`src/adc_cfg_consts.vh`:
```
// Constants for the converter configuration register bank
`ifndef ADC_CFG_CONSTS_VH
`define ADC_CFG_CONSTS_VH
// Register addresses (7-bit, the eighth bit is the read flag)
`define ADDR_IFACE_FILTER 7'h00
`define ADDR_CORR_FORMAT 7'h01
`define ADDR_OVR_THRESH 7'h02
`define ADDR_CHA_ACORR 7'h03
`define ADDR_SYNC_LOW 7'h0E
`define ADDR_SYNC_REF 7'h0F
`define ADDR_CHB_ACORR 7'h1A
`define ADDR_DIE_TEMP 7'h2B
`define ADDR_SW_RESET 7'h2C
`define ADDR_SLEEP 7'h37
`define ADDR_BIAS_SYNC 7'h38
`define ADDR_DRIVER 7'h3A
`define ADDR_BUS_A_EN 7'h66
`define ADDR_BUS_B_EN 7'h67
// Memory slot indices (dense array of writable words)
`define SLOT_IFACE_FILTER 4'h0
`define SLOT_CORR_FORMAT 4'h1
`define SLOT_OVR_THRESH 4'h2
`define SLOT_CHA_ACORR 4'h3
`define SLOT_SYNC_LOW 4'h4
`define SLOT_SYNC_REF 4'h5
`define SLOT_CHB_ACORR 4'h6
`define SLOT_SLEEP 4'h7
`define SLOT_BIAS_SYNC 4'h8
`define SLOT_DRIVER 4'h9
`define SLOT_BUS_A_EN 4'hA
`define SLOT_BUS_B_EN 4'hB
`define SLOT_COUNT 12
`define SLOT_NONE 4'hF
// Field positions
`define BIT_FOUR_WIRE 15
`define BIT_DECIM_EN 14
`define BIT_CHA_BAND 12
`define BIT_CHB_BAND 9
`define BIT_CHA_FIX 15
`define BIT_CHB_FIX 9
`define BIT_OFFSET_BIN 3
`define BIT_PERF_FIRST 1
`define BIT_OVR_HI 10
`define BIT_OVR_LO 7
// Reset values of writable words
`define RST_IFACE_FILTER 16'h0000
`define RST_CORR_FORMAT 16'h0000
`define RST_OVR_THRESH 16'h0780
`define RST_ACORR 16'h4B18
`define RST_SYNC_LOW 16'hAAA8
`define RST_SYNC_REF 16'hA000
`define RST_OTHER 16'h0000
`define RST_ZERO 16'h0000
`define RST_OVR_FIELD 4'hF
// Frame layout
`define ADDR_BITS 8
`define FRAME_BITS 24
`define CNT_ZERO 5'h00
`define CNT_ONE 5'h01
`endif

```
`src/cfg_word_mem.v`:
```
// Small register memory holding the writable configuration words
`default_nettype none
module cfg_word_mem (
  input wire sys_clk,
  input wire clkEn,
  input wire wrEn,
  input wire [3:0] wrSlot,
  input wire [15:0] wrData,
  input wire [3:0] rdSlot,
  output reg [15:0] rdData
);
  reg [15:0] mem [0:15];

  // ----------------------------------------
  // Write port and registered read port
  // ----------------------------------------
  always @(posedge sys_clk) begin
    if (clkEn) begin
      if (wrEn) begin
        mem[wrSlot] <= wrData;
      end
      rdData <= mem[rdSlot];
    end
  end
endmodule // cfg_word_mem
`default_nettype wire

```
`src/adc_serial_config_registers.v`:
```
// Serial-programmed configuration register bank of a dual converter
// Operation
// - D15 of word 0 selects four-wire readback
// - D14 of word 0 enables 2x decimation
// - D12 word 0 picks channel A band when D14 is set
// - D9 word 0 picks channel B band when D14 is set
// - D15 of word 1 enables A correction
// - D9 of word 1 enables B correction
// - One write updates all fields of its word together
// - Frame: 8-bit address then 16-bit data
// - First edge latches read flag; select ends
// - Writing 0x2C restores defaults, self clears
`include "adc_cfg_consts.vh"
`default_nettype none
module adc_serial_config_registers (
  input wire sys_clk,
  input wire rst,
  input wire clkEn,
  input wire serial_select_n,
  input wire serialClk,
  input wire serialDataIn,
  output reg serialDataOut,
  output reg serialDataOe,
  output reg serial_readback_pin,
  input wire [8:0] dieTemp,
  output reg fourWireOn,
  output reg decimOn,
  output reg chan_a_band_select,
  output reg chan_b_band_select,
  output reg chan_a_mismatch_fix_on,
  output reg chan_b_mismatch_fix_on,
  output reg offsetBinaryOn,
  output reg perf_mode_first,
  output reg [3:0] ovrThresh
);
  // States, one-hot
  localparam [3:0] ST_INIT = 4'h1;
  localparam [3:0] ST_IDLE = 4'h2;
  localparam [3:0] ST_SHIFT = 4'h4;
  localparam [3:0] ST_DONE = 4'h8;

  // Address to memory slot; 4'hF marks no storage
  function [3:0] slotOf;
    input [6:0] a;
    begin
      case (a)
        `ADDR_IFACE_FILTER: slotOf = `SLOT_IFACE_FILTER;
        `ADDR_CORR_FORMAT: slotOf = `SLOT_CORR_FORMAT;
        `ADDR_OVR_THRESH: slotOf = `SLOT_OVR_THRESH;
        `ADDR_CHA_ACORR: slotOf = `SLOT_CHA_ACORR;
        `ADDR_SYNC_LOW: slotOf = `SLOT_SYNC_LOW;
        `ADDR_SYNC_REF: slotOf = `SLOT_SYNC_REF;
        `ADDR_CHB_ACORR: slotOf = `SLOT_CHB_ACORR;
        `ADDR_SLEEP: slotOf = `SLOT_SLEEP;
        `ADDR_BIAS_SYNC: slotOf = `SLOT_BIAS_SYNC;
        `ADDR_DRIVER: slotOf = `SLOT_DRIVER;
        `ADDR_BUS_A_EN: slotOf = `SLOT_BUS_A_EN;
        `ADDR_BUS_B_EN: slotOf = `SLOT_BUS_B_EN;
        default: slotOf = `SLOT_NONE;
      endcase
    end
  endfunction

  // Default word of each slot
  function [15:0] defaultOf;
    input [3:0] s;
    begin
      case (s)
        `SLOT_OVR_THRESH: defaultOf = `RST_OVR_THRESH;
        `SLOT_CHA_ACORR: defaultOf = `RST_ACORR;
        `SLOT_CHB_ACORR: defaultOf = `RST_ACORR;
        `SLOT_SYNC_LOW: defaultOf = `RST_SYNC_LOW;
        `SLOT_SYNC_REF: defaultOf = `RST_SYNC_REF;
        default: defaultOf = `RST_OTHER;
      endcase
    end
  endfunction

  // ----------------------------------------
  // Pin synchronisers
  // ----------------------------------------
  reg selMeta_reg, selSync_reg, clkMeta_reg, clkSync_reg, clkPrev_reg;
  reg dinMeta_reg, dinSync_reg;
  always @(posedge sys_clk) begin
    if (rst) begin
      selMeta_reg <= 1'b1;
      selSync_reg <= 1'b1;
      clkMeta_reg <= 1'b0;
      clkSync_reg <= 1'b0;
      clkPrev_reg <= 1'b0;
      dinMeta_reg <= 1'b0;
      dinSync_reg <= 1'b0;
    end else if (clkEn) begin
      selMeta_reg <= serial_select_n;
      selSync_reg <= selMeta_reg;
      clkMeta_reg <= serialClk;
      clkSync_reg <= clkMeta_reg;
      clkPrev_reg <= clkSync_reg;
      dinMeta_reg <= serialDataIn;
      dinSync_reg <= dinMeta_reg;
    end
  end
  wire sclkRise = clkSync_reg & ~clkPrev_reg;
  wire sclkFall = ~clkSync_reg & clkPrev_reg;
  wire selActive = ~selSync_reg;

  // ----------------------------------------
  // Frame engine
  // ----------------------------------------
  reg [3:0] state_reg, state_next;
  reg [4:0] bitCnt_reg;
  reg [7:0] addr_reg;
  reg [15:0] data_reg;
  reg [15:0] shOut_reg;
  reg [3:0] initSlot_reg;
  reg rdArm_reg, rdLoad_reg;
  reg memWe;
  reg [3:0] memSlot;
  reg [15:0] memData;
  wire [15:0] memRd;
  wire isRead = addr_reg[`ADDR_BITS-1];
  wire [3:0] curSlot = slotOf(addr_reg[6:0]);
  wire [15:0] newData = {data_reg[14:0], dinSync_reg};
  wire wordDone = sclkRise && (bitCnt_reg == `FRAME_BITS - 1);
  wire addrDone = sclkRise && (bitCnt_reg == `ADDR_BITS - 1);

  // Next state
  always @* begin
    state_next = state_reg;
    case (state_reg)
      ST_INIT:
        if (initSlot_reg == `SLOT_COUNT - 1) state_next = ST_IDLE;
      ST_IDLE:
        if (selActive) state_next = ST_SHIFT;
      ST_SHIFT:
        if (!selActive) state_next = ST_IDLE;
        else if (wordDone) state_next = ST_DONE;
      ST_DONE:
        if (!selActive) state_next = ST_IDLE;
      default: state_next = ST_INIT;
    endcase
  end

  // Memory write steering: defaults sweep, or a completed write
  always @* begin
    memWe = 1'b0;
    memSlot = curSlot;
    memData = newData;
    if (state_reg == ST_INIT) begin
      memWe = 1'b1;
      memSlot = initSlot_reg;
      memData = defaultOf(initSlot_reg);
    end else if (state_reg == ST_SHIFT && wordDone && !isRead &&
                 curSlot != `SLOT_NONE) begin
      memWe = 1'b1;
    end
  end

  // Software reset: a write to the reset word restarts the sweep
  wire swReset = state_reg == ST_SHIFT && wordDone && !isRead &&
                 addr_reg[6:0] == `ADDR_SW_RESET;

  // Sequencing, shifting and readback
  always @(posedge sys_clk) begin
    if (rst) begin
      state_reg <= ST_INIT;
      bitCnt_reg <= `CNT_ZERO;
      addr_reg <= 8'h00;
      data_reg <= `RST_ZERO;
      shOut_reg <= `RST_ZERO;
      initSlot_reg <= 4'h0;
      rdArm_reg <= 1'b0;
      rdLoad_reg <= 1'b0;
    end else if (clkEn) begin
      state_reg <= swReset ? ST_INIT : state_next;
      // Read port lags the address register, so the load waits two edges
      rdArm_reg <= addrDone && state_reg == ST_SHIFT;
      rdLoad_reg <= rdArm_reg;
      if (state_reg == ST_INIT) begin
        initSlot_reg <= initSlot_reg + 4'h1;
      end else begin
        initSlot_reg <= 4'h0;
      end
      if (state_reg != ST_SHIFT) begin
        bitCnt_reg <= `CNT_ZERO;
        shOut_reg <= `RST_ZERO;
      end else if (sclkRise) begin
        bitCnt_reg <= bitCnt_reg + `CNT_ONE;
        if (bitCnt_reg < `ADDR_BITS) begin
          addr_reg <= {addr_reg[6:0], dinSync_reg};
        end else begin
          data_reg <= newData;
        end
      end
      // Load readback word once the memory has seen the full address;
      // an earlier load would catch the word of a half-shifted address
      if (state_reg == ST_SHIFT && rdLoad_reg && isRead) begin
        shOut_reg <= addr_reg[6:0] == `ADDR_DIE_TEMP ?
                     {7'h00, dieTemp} :
                     (curSlot == `SLOT_NONE ? `RST_ZERO : memRd);
      end else if (state_reg == ST_SHIFT && sclkFall &&
                   bitCnt_reg > `ADDR_BITS) begin
        shOut_reg <= {shOut_reg[14:0], 1'b0};
      end
    end
  end

  cfg_word_mem wordMem (
    .sys_clk(sys_clk),
    .clkEn(clkEn),
    .wrEn(memWe),
    .wrSlot(memSlot),
    .wrData(memData),
    .rdSlot(curSlot),
    .rdData(memRd)
  );

  // ----------------------------------------
  // Field decode and pin drive, all registered
  // ----------------------------------------
  reg [15:0] w0_reg, w1_reg, w2_reg;
  always @(posedge sys_clk) begin
    if (rst) begin
      w0_reg <= `RST_IFACE_FILTER;
      w1_reg <= `RST_CORR_FORMAT;
      w2_reg <= `RST_OVR_THRESH;
    end else if (clkEn && memWe) begin
      // Shadow copies keep control fields out of the memory read path
      if (memSlot == `SLOT_IFACE_FILTER) w0_reg <= memData;
      if (memSlot == `SLOT_CORR_FORMAT) w1_reg <= memData;
      if (memSlot == `SLOT_OVR_THRESH) w2_reg <= memData;
    end
  end

  // Readback drive: bidirectional pin in three-wire, own pin in four-wire
  wire readPhase = state_reg == ST_SHIFT && isRead &&
                   bitCnt_reg >= `ADDR_BITS && selActive;
  always @(posedge sys_clk) begin
    if (rst) begin
      serialDataOut <= 1'b0;
      serialDataOe <= 1'b0;
      serial_readback_pin <= 1'b0;
      fourWireOn <= 1'b0;
      decimOn <= 1'b0;
      chan_a_band_select <= 1'b0;
      chan_b_band_select <= 1'b0;
      chan_a_mismatch_fix_on <= 1'b0;
      chan_b_mismatch_fix_on <= 1'b0;
      offsetBinaryOn <= 1'b0;
      perf_mode_first <= 1'b0;
      ovrThresh <= `RST_OVR_FIELD;
    end else if (clkEn) begin
      fourWireOn <= w0_reg[`BIT_FOUR_WIRE];
      serialDataOe <= readPhase && !w0_reg[`BIT_FOUR_WIRE];
      serialDataOut <= readPhase && !w0_reg[`BIT_FOUR_WIRE] &&
                       shOut_reg[15];
      serial_readback_pin <= readPhase && w0_reg[`BIT_FOUR_WIRE] &&
                             shOut_reg[15];
      decimOn <= w0_reg[`BIT_DECIM_EN];
      // Band choice only matters with decimation on
      chan_a_band_select <= w0_reg[`BIT_DECIM_EN] &
                            w0_reg[`BIT_CHA_BAND];
      chan_b_band_select <= w0_reg[`BIT_DECIM_EN] &
                            w0_reg[`BIT_CHB_BAND];
      chan_a_mismatch_fix_on <= w1_reg[`BIT_CHA_FIX];
      chan_b_mismatch_fix_on <= w1_reg[`BIT_CHB_FIX];
      offsetBinaryOn <= w1_reg[`BIT_OFFSET_BIN];
      perf_mode_first <= w1_reg[`BIT_PERF_FIRST];
      ovrThresh <= w2_reg[`BIT_OVR_HI:`BIT_OVR_LO];
    end
  end
endmodule // adc_serial_config_registers
`default_nettype wire

```
`config.mk`:
```
export PLATFORM = sky130hd
export DESIGN_NAME = adc_serial_config_registers
export DESIGN_NICKNAME = d
export VERILOG_FILES = /design/src/cfg_word_mem.v /design/src/adc_serial_config_registers.v
export VERILOG_INCLUDE_DIRS = /design/src /design/src/src
export SDC_FILE = /design/constraint.sdc
export NUM_CORES = 1
export LEC_CHECK = 0
export BUFFER_PORTS_ARGS = -buffer_cell sky130_fd_sc_hd__buf_4
export CAP_MARGIN = 20
export CORE_UTILIZATION = 50
export DETAILED_ROUTE_END_ITERATION = 10
export MAX_ROUTING_LAYER = met4
export PLACE_DENSITY = 0.68
export REMOVE_ABC_BUFFERS = 1
export SYNTH_ARGS = -nofsm -noshare
export SYNTH_HDL_FRONTEND = slang
export SYNTH_SLANG_ARGS = --single-unit
export TNS_END_PERCENT = 5
```
`constraint.sdc`:
```
create_clock -name sys_clk -period 3.3 [get_ports sys_clk]
set_input_delay 0.495 -clock sys_clk [delete_from_list [all_inputs] [get_ports sys_clk]]
set_output_delay 0.495 -clock sys_clk [all_outputs]
set_load 0.1 [all_outputs]
```
After elaboration in Yosys (flattened, before gate mapping)
Memory sizes are Yosys's and may differ from the RTL's. A register that Yosys moved wholly into a read port is not among the register bits.
Index checks and enable logic that the tools add are counted.
{"block": "op_classes", "addsub": 2, "magnitude_cmp": 3, "n_eq_ne": 34, "mux": 24, "bitwise": 9, "reduce_logical": 34}
{"operator": "$mux W16", "count": 6}
{"operator": "$pmux W16 S4", "count": 1}
{"operator": "$pmux W4 S12", "count": 1}
{"operator": "$eq A7 B6 Y1 const B", "count": 5}
{"operator": "$mux W4", "count": 8}
{"operator": "$logic_and A1 B1 Y1", "count": 19}
{"operator": "$eq A4 B2 Y1 const B", "count": 4}
{"operator": "$eq A4 B3 Y1 const B", "count": 4}
{"operator": "$pmux W4 S4", "count": 1}
{"operator": "$eq A7 B2 Y1 const B", "count": 2}
{"operator": "$eq A7 B4 Y1 const B", "count": 2}
{"operator": "$eq A7 B7 Y1 const B", "count": 2}
{"operator": "$eq A4 B4 Y1 const B", "count": 3}
{"operator": "$mux W5", "count": 2}
{"operator": "$reduce_and A2 Y1", "count": 5}
{"operator": "$ne A3 B3 Y1 const B", "count": 3}
{"operator": "$eq A4 B1 Y1 const B", "count": 2}
{"operator": "$ne A4 B4 Y1 const B", "count": 2}
{"operator": "$reduce_and A4 Y1", "count": 2}
{"operator": "$eq A7 B1 Y1 const B", "count": 1}
{"operator": "$eq A7 B5 Y1 const B", "count": 1}
{"operator": "$logic_not A7 Y1", "count": 1}
{"operator": "$add A5 B1 Y5 const B", "count": 1}
{"operator": "$eq A5 B3 Y1 const B", "count": 1}
{"operator": "other kinds (15)", "count": 27}
{"block": "totals", "register_bits": 119, "mem_bits_rw": 256, "word_cells": 137, "memories": 1}
{"name": "wordMem.mem", "words": 16, "width": 16, "read_ports": 1, "rd_ports_with_merged_regs": 1, "write_ports": 1, "line_no": "cfg_word_mem.v:12", "rtl": "reg [15:0] mem [0:15];"}

Depth between registers and ports, before layout
{"block": "logic_depth", "depth_word": 11, "depth_mapped": 12}

By module
Synthesis repeated with hierarchy kept, for this count alone.
{"block": "hier_totals", "hier_cells": 980, "hier_area_um2": 14635.3}
{"module": "cfg_word_mem", "n_inst": 1, "cells_per_inst": 433, "area_per_inst_um2": 10253.6}
{"module": "adc_serial_config_registers", "n_inst": 1, "cells_per_inst": 547, "area_per_inst_um2": 4381.7}

Least setup slack after synthesis
No wires, ideal clock.
{"block": "synth_path", "path_kind": "register to register", "start": "reg state_reg[3]", "end": "mem wordMem.mem[0][0], enable pin", "setup_time_ns": 0.409, "arrival_time_ns": 2.899, "t_required_ns": 2.891, "setup_slack_ns": -0.008, "stages_incl_launch_ff": 8, "path_cell_list": "dfxtp_1 clkbuf_1 or4b_1 buf_2 nor4_2 a31oi_1 clkbuf_1 nor3_1"}
{"block": "synth_via", "elab_chain_cells": 9}
{"item": "start: declaration", "line_no": "adc_serial_config_registers.v:110", "rtl": "reg [3:0] state_reg, state_next;"}
{"item": "start signal: assignment", "line_no": "adc_serial_config_registers.v:175", "rtl": "state_reg <= swReset ? ST_INIT : state_next;"}
{"item": "$eq A4 B3 Y1", "line_no": "adc_serial_config_registers.v:153", "rtl": "end else if (state_reg == ST_SHIFT && wordDone && !isRead &&"}
{"item": "$logic_and A1 B1 Y1 (2 in series)", "line_no": "adc_serial_config_registers.v:153"}
{"item": "$logic_and A1 B1 Y1 (no line)"}
{"item": "$mux W1", "line_no": "adc_serial_config_registers.v:153"}
{"item": "$mux W1", "line_no": "adc_serial_config_registers.v:149", "rtl": "if (state_reg == ST_INIT) begin"}
{"item": "$mux W1", "line_no": "cfg_word_mem.v:19", "rtl": "if (wrEn) begin"}
{"item": "$mux W1", "line_no": "cfg_word_mem.v:18", "rtl": "if (clkEn) begin"}
{"item": "$mux W1 (not written as such)", "line_no": "cfg_word_mem.v:20", "rtl": "mem[wrSlot] <= wrData;"}
{"item": "end: declaration", "line_no": "cfg_word_mem.v:12"}
Parallel ways exist; a longest one is shown, timed or not.

Worst setup path in the final report
{"block": "layout_path", "start": "reg addr_reg[3]", "end": "reg wordMem.rdData[4] (read register of wordMem.mem), data pin"}
{"block": "layout_via", "elab_chain_cells": 2}
{"item": "start: declaration", "line_no": "adc_serial_config_registers.v:112", "rtl": "reg [7:0] addr_reg;"}
{"item": "start signal: assignment", "line_no": "adc_serial_config_registers.v:190", "rtl": "addr_reg <= {addr_reg[6:0], dinSync_reg};"}
{"item": "$eq A7 B7 Y1 (tied with other cells)", "line_no": "adc_serial_config_registers.v:46", "rtl": "case (a)"}
{"item": "$pmux W4 S12 *", "line_no": "adc_serial_config_registers.v:46"}
{"item": "end: declaration", "line_no": "cfg_word_mem.v:10", "rtl": "output reg [15:0] rdData"}
Mark *: on every way between the ends. The rest lies on a longest branch, timed or not.
A chain may end at the register's enable or synchronous reset.

==> metrics.md <==
| Metric | Value |
|---|---|
| Area share of the largest cell type after synthesis | 51.2% |
| Final period util | 93.9% |
| Clock power share | 42.2% |
| Non-Filler Instances | 1618 |
| Final hold slack | 0.208 ns |
| F_max | 0.323 GHz |
| Core area | 0.0277 mm^2 |
| First-pass GRT wire length | 56200 um |
| Fillcell total | 2223 |
| Number of global-route vias before repair | 9394 |
| Switching Power | 1.98 mW |
| Critical path capture point type | flip-flop |
| Post-Route WL | 36800 um |
| Final setup TNS | 0 ns |
| Initial Util | 50.8% |
| Num CTS Buffers | 35 |
| Die X | 170 um |
| Max FFs per register | 224 |
| Placed instance area | 0.0150 mm^2 |
| Largest net degree at the start of global routing | 75 |
| Ports | 30 |
| Clock Sinks | 328 |
| Synth Cell Area | 0.0141 mm^2 |
| Sequential group share of total power | 51.6% |
| Slew Limit Fails | 0 |
| WL/cell | 22.8 um |
| Congestion Overflow GR | 0 |
| Critical path peak fanout | 37 |
| Maxcap violations | 0 |
| #FFs+latches synth | 328 |
| Avg Synthesized Cell Area | 12.0 um^2 |
| Die height | 170 um |
| Detailed Place HPWL | 23500 um |
| VDD IR max | 0.292 mV |
| Dominant synthesized flop cell | edfxtp_1 |
| Initial antenna violation count | 0 |
| Unique masters post-synth | 70 |
| Worst Path Buf+Inv | 3 |
| Pre-CTS setup slack | 0.213 ns |
| Final core utilization | 58.0% |
| Via total after detailed routing | 10100 |
| Worst Setup Path Type | reg2reg |
| Routability cong. | 0.908 |
| Worst r2r path cells | 10 |
| Setup bufs post-CTS | 0 |
| P per Cell Area | 561 mW/mm^2 |
| Area grow syn2layout | 14.0% |
| Synth area leader | edfxtp_1 |
| CTS tree | built |
| Tmin final | 3.10 ns |
| 1st-pass router iterations | 5 |
| Die ar. | 0.0288 mm^2 |
| HP Class | in2reg |
| CP dominant cell by count | buf_4 |
| GRT Total Usage | 26.6% |
| DRT iter0 DRCs | 1165 |
| Worst path depth | 10 |
| Row Count | 61 |
| Final Cell Area | 0.0161 mm^2 |
| Synth top cells by count | edfxtp_1, nand3_1, nor2_1, dfxtp_1, a21oi_1 |
| Final setup slack of the worst path | 0.200 ns |
| Status | completed |
| Clock Path Buffers | 3 |
| Layout cells sized above 1 | 14.4% |
| CP required | 3.61 ns |
| WHS Path Cells | 3 |
| CP Cell Sequence | nor2b_1 > a32oi_2 > buf_4 > nand3_2 > buf_4 > a311oi_1 > buf_4 > a211oi_1 > o211ai_1 > o221ai_1 |
| Slew @ Worst Pin | 0.819 ns |
| Clock latency on the worst-skew pair | 0.51 ns |
| Seq/Total Area, Yosys | 63.7% |
| CP delay by family, top | compound AO/OA/AOI/OAI gates |
| Final #Nets | 1235 |
| CP peak stage delay | 0.53 ns |
| Critical path data arrival time | 3.41 ns |
| Asr flop ratio synth | 0% |
| PortBufs | 29 |
| RSZ-0062 raised after global routing | false |
| Most instantiated library cell after synthesis | edfxtp_1 |
| H-tree Lvls | 2 |
| Leakage | 5.58 nW |
| Power Internal | 7.02 mW |
| Worst-path clk slew | 0.06 ns |
| Hold violation count in the final report | 0 |
| Slowest cell on crit path | dfxtp_1 |
| Sw frac | 22.0% |
| Synth top area cells | edfxtp_1, dfxtp_1, nand3_1, mux2i_1, nor2_1 |
| # DRC | 0 |
| Clock skew | 0.0175 ns |
| CP startpoint kind | flip-flop |
| Logic pwr share | 6.1% |
| Ys Warns | 0 |
| Max transition margin | 45.0% |
| Syn Inst Count | 1169 |
| Routed Antenna Nets | 0 |
| Inserted Diodes | 0 |
| Total power | 9.01 mW |
| Placed cell count | 1555 |
| EDFF count, synth | 240 |
| Final setup fails | 0 |
| CTS root buffer | clkbuf_16 |
| Avg Vias per Cell | 6.23 |
## final cells by class
class                   instances  area [um^2]  share of cell area, %
inverters                      11         41.3                  0.257
flip-flops and latches        328         8970                   55.9
clock buffers                  49          992                   6.18
well taps                     378          473                   2.95
repair buffers                101          787                   4.90
clock inverters                14          110                  0.686
multi-input cells             737         4680                   29.2
## power groups by stage
stage                     clock, mW  combinational, mW  sequential (mW)
after floorplan                   0              0.297             4.71
after global placement            0              0.534             4.74
after detailed placement          0              0.545             4.74
after CTS                      3.84              0.546             4.65
after global routing           4.01              0.590             4.66
final                          3.81              0.551             4.65
## metal layers
layer	track usage [%]	share of wire, %	up-vias
li1	-	-	4590
met2	42.6	48	456
met1	34.7	41	4957
met5	-	0	-
met3	3.82	7.4	84
met4	9.40	3.2	0
## cell families (layout without fill, tap and decap cells)
| family | count (synthesis) | after routing | share of synthesized area [%] |
|---|---|---|---|
| DFF | 328 | 328 | 63.7 |
| and+or+nand+nor | 372 | 372 | 13.3 |
| xor gates and xnor gates | 2 | 2 | 0.124 |
| buffers and inverters | 104 | 175 | 3.26 |
| muxes | 65 | 65 | 4.76 |
| adders and majority gates | 6 | 6 | 0.533 |
| AOI/OAI and AO/OA | 292 | 292 | 14.4 |
## worst paths after layout
| path | startpoint | end | slack (ns) |
|---|---|---|---|
| max reg2reg | addr_reg[3] | wordMem.rdData[4] | 0.20 |
| min reg2reg | data_reg[14] | data_reg[14] | 0.46 |
| min | serial_select_n | selMeta_reg | 0.21 |
| max | addr_reg[3] | wordMem.rdData[4] | 0.20 |
## layout by cell type, fill, tap and decap left out, types with 5 or more instances in the layout
cell / instances
edfxtp_1: 240
nand3_1: 98
buf_4: 98
nor2_1: 94
dfxtp_1: 87
a21oi_1: 72
nand2_1: 71
mux2i_1: 49
o21ai_0: 43
clkbuf_16: 38
a31oi_1: 33
or3_1: 28
a211oi_1: 24
o211ai_1: 18
o211a_1: 17
a311oi_1: 16
o221ai_1: 16
nor2b_1: 12
inv_1: 11
nor3_1: 11
a32oi_1: 11
mux2_2: 11
clkbuf_1: 11
nand2b_1: 8
clkinv_1: 8
a21o_1: 7
and3_1: 7
a221oi_1: 7
nor4_1: 7
ha_1: 6
mux2_1: 5
o31ai_1: 5
## worst register-to-register path, delay by kind of cell (launching register included)
kind,cells,cell delay [ns]
and+or+nand+nor,2,0.47
DFF,1,0.53
AOI/OAI and AO/OA,5,1.16
buffers and inverters,3,0.74
## timing repair
action                                  in CTS  in global routing
endpoints found under the setup margin       0                 17
hold buffers                                 0                  0
resized for setup                            0                  2
(Power assumes the default switching activity.)
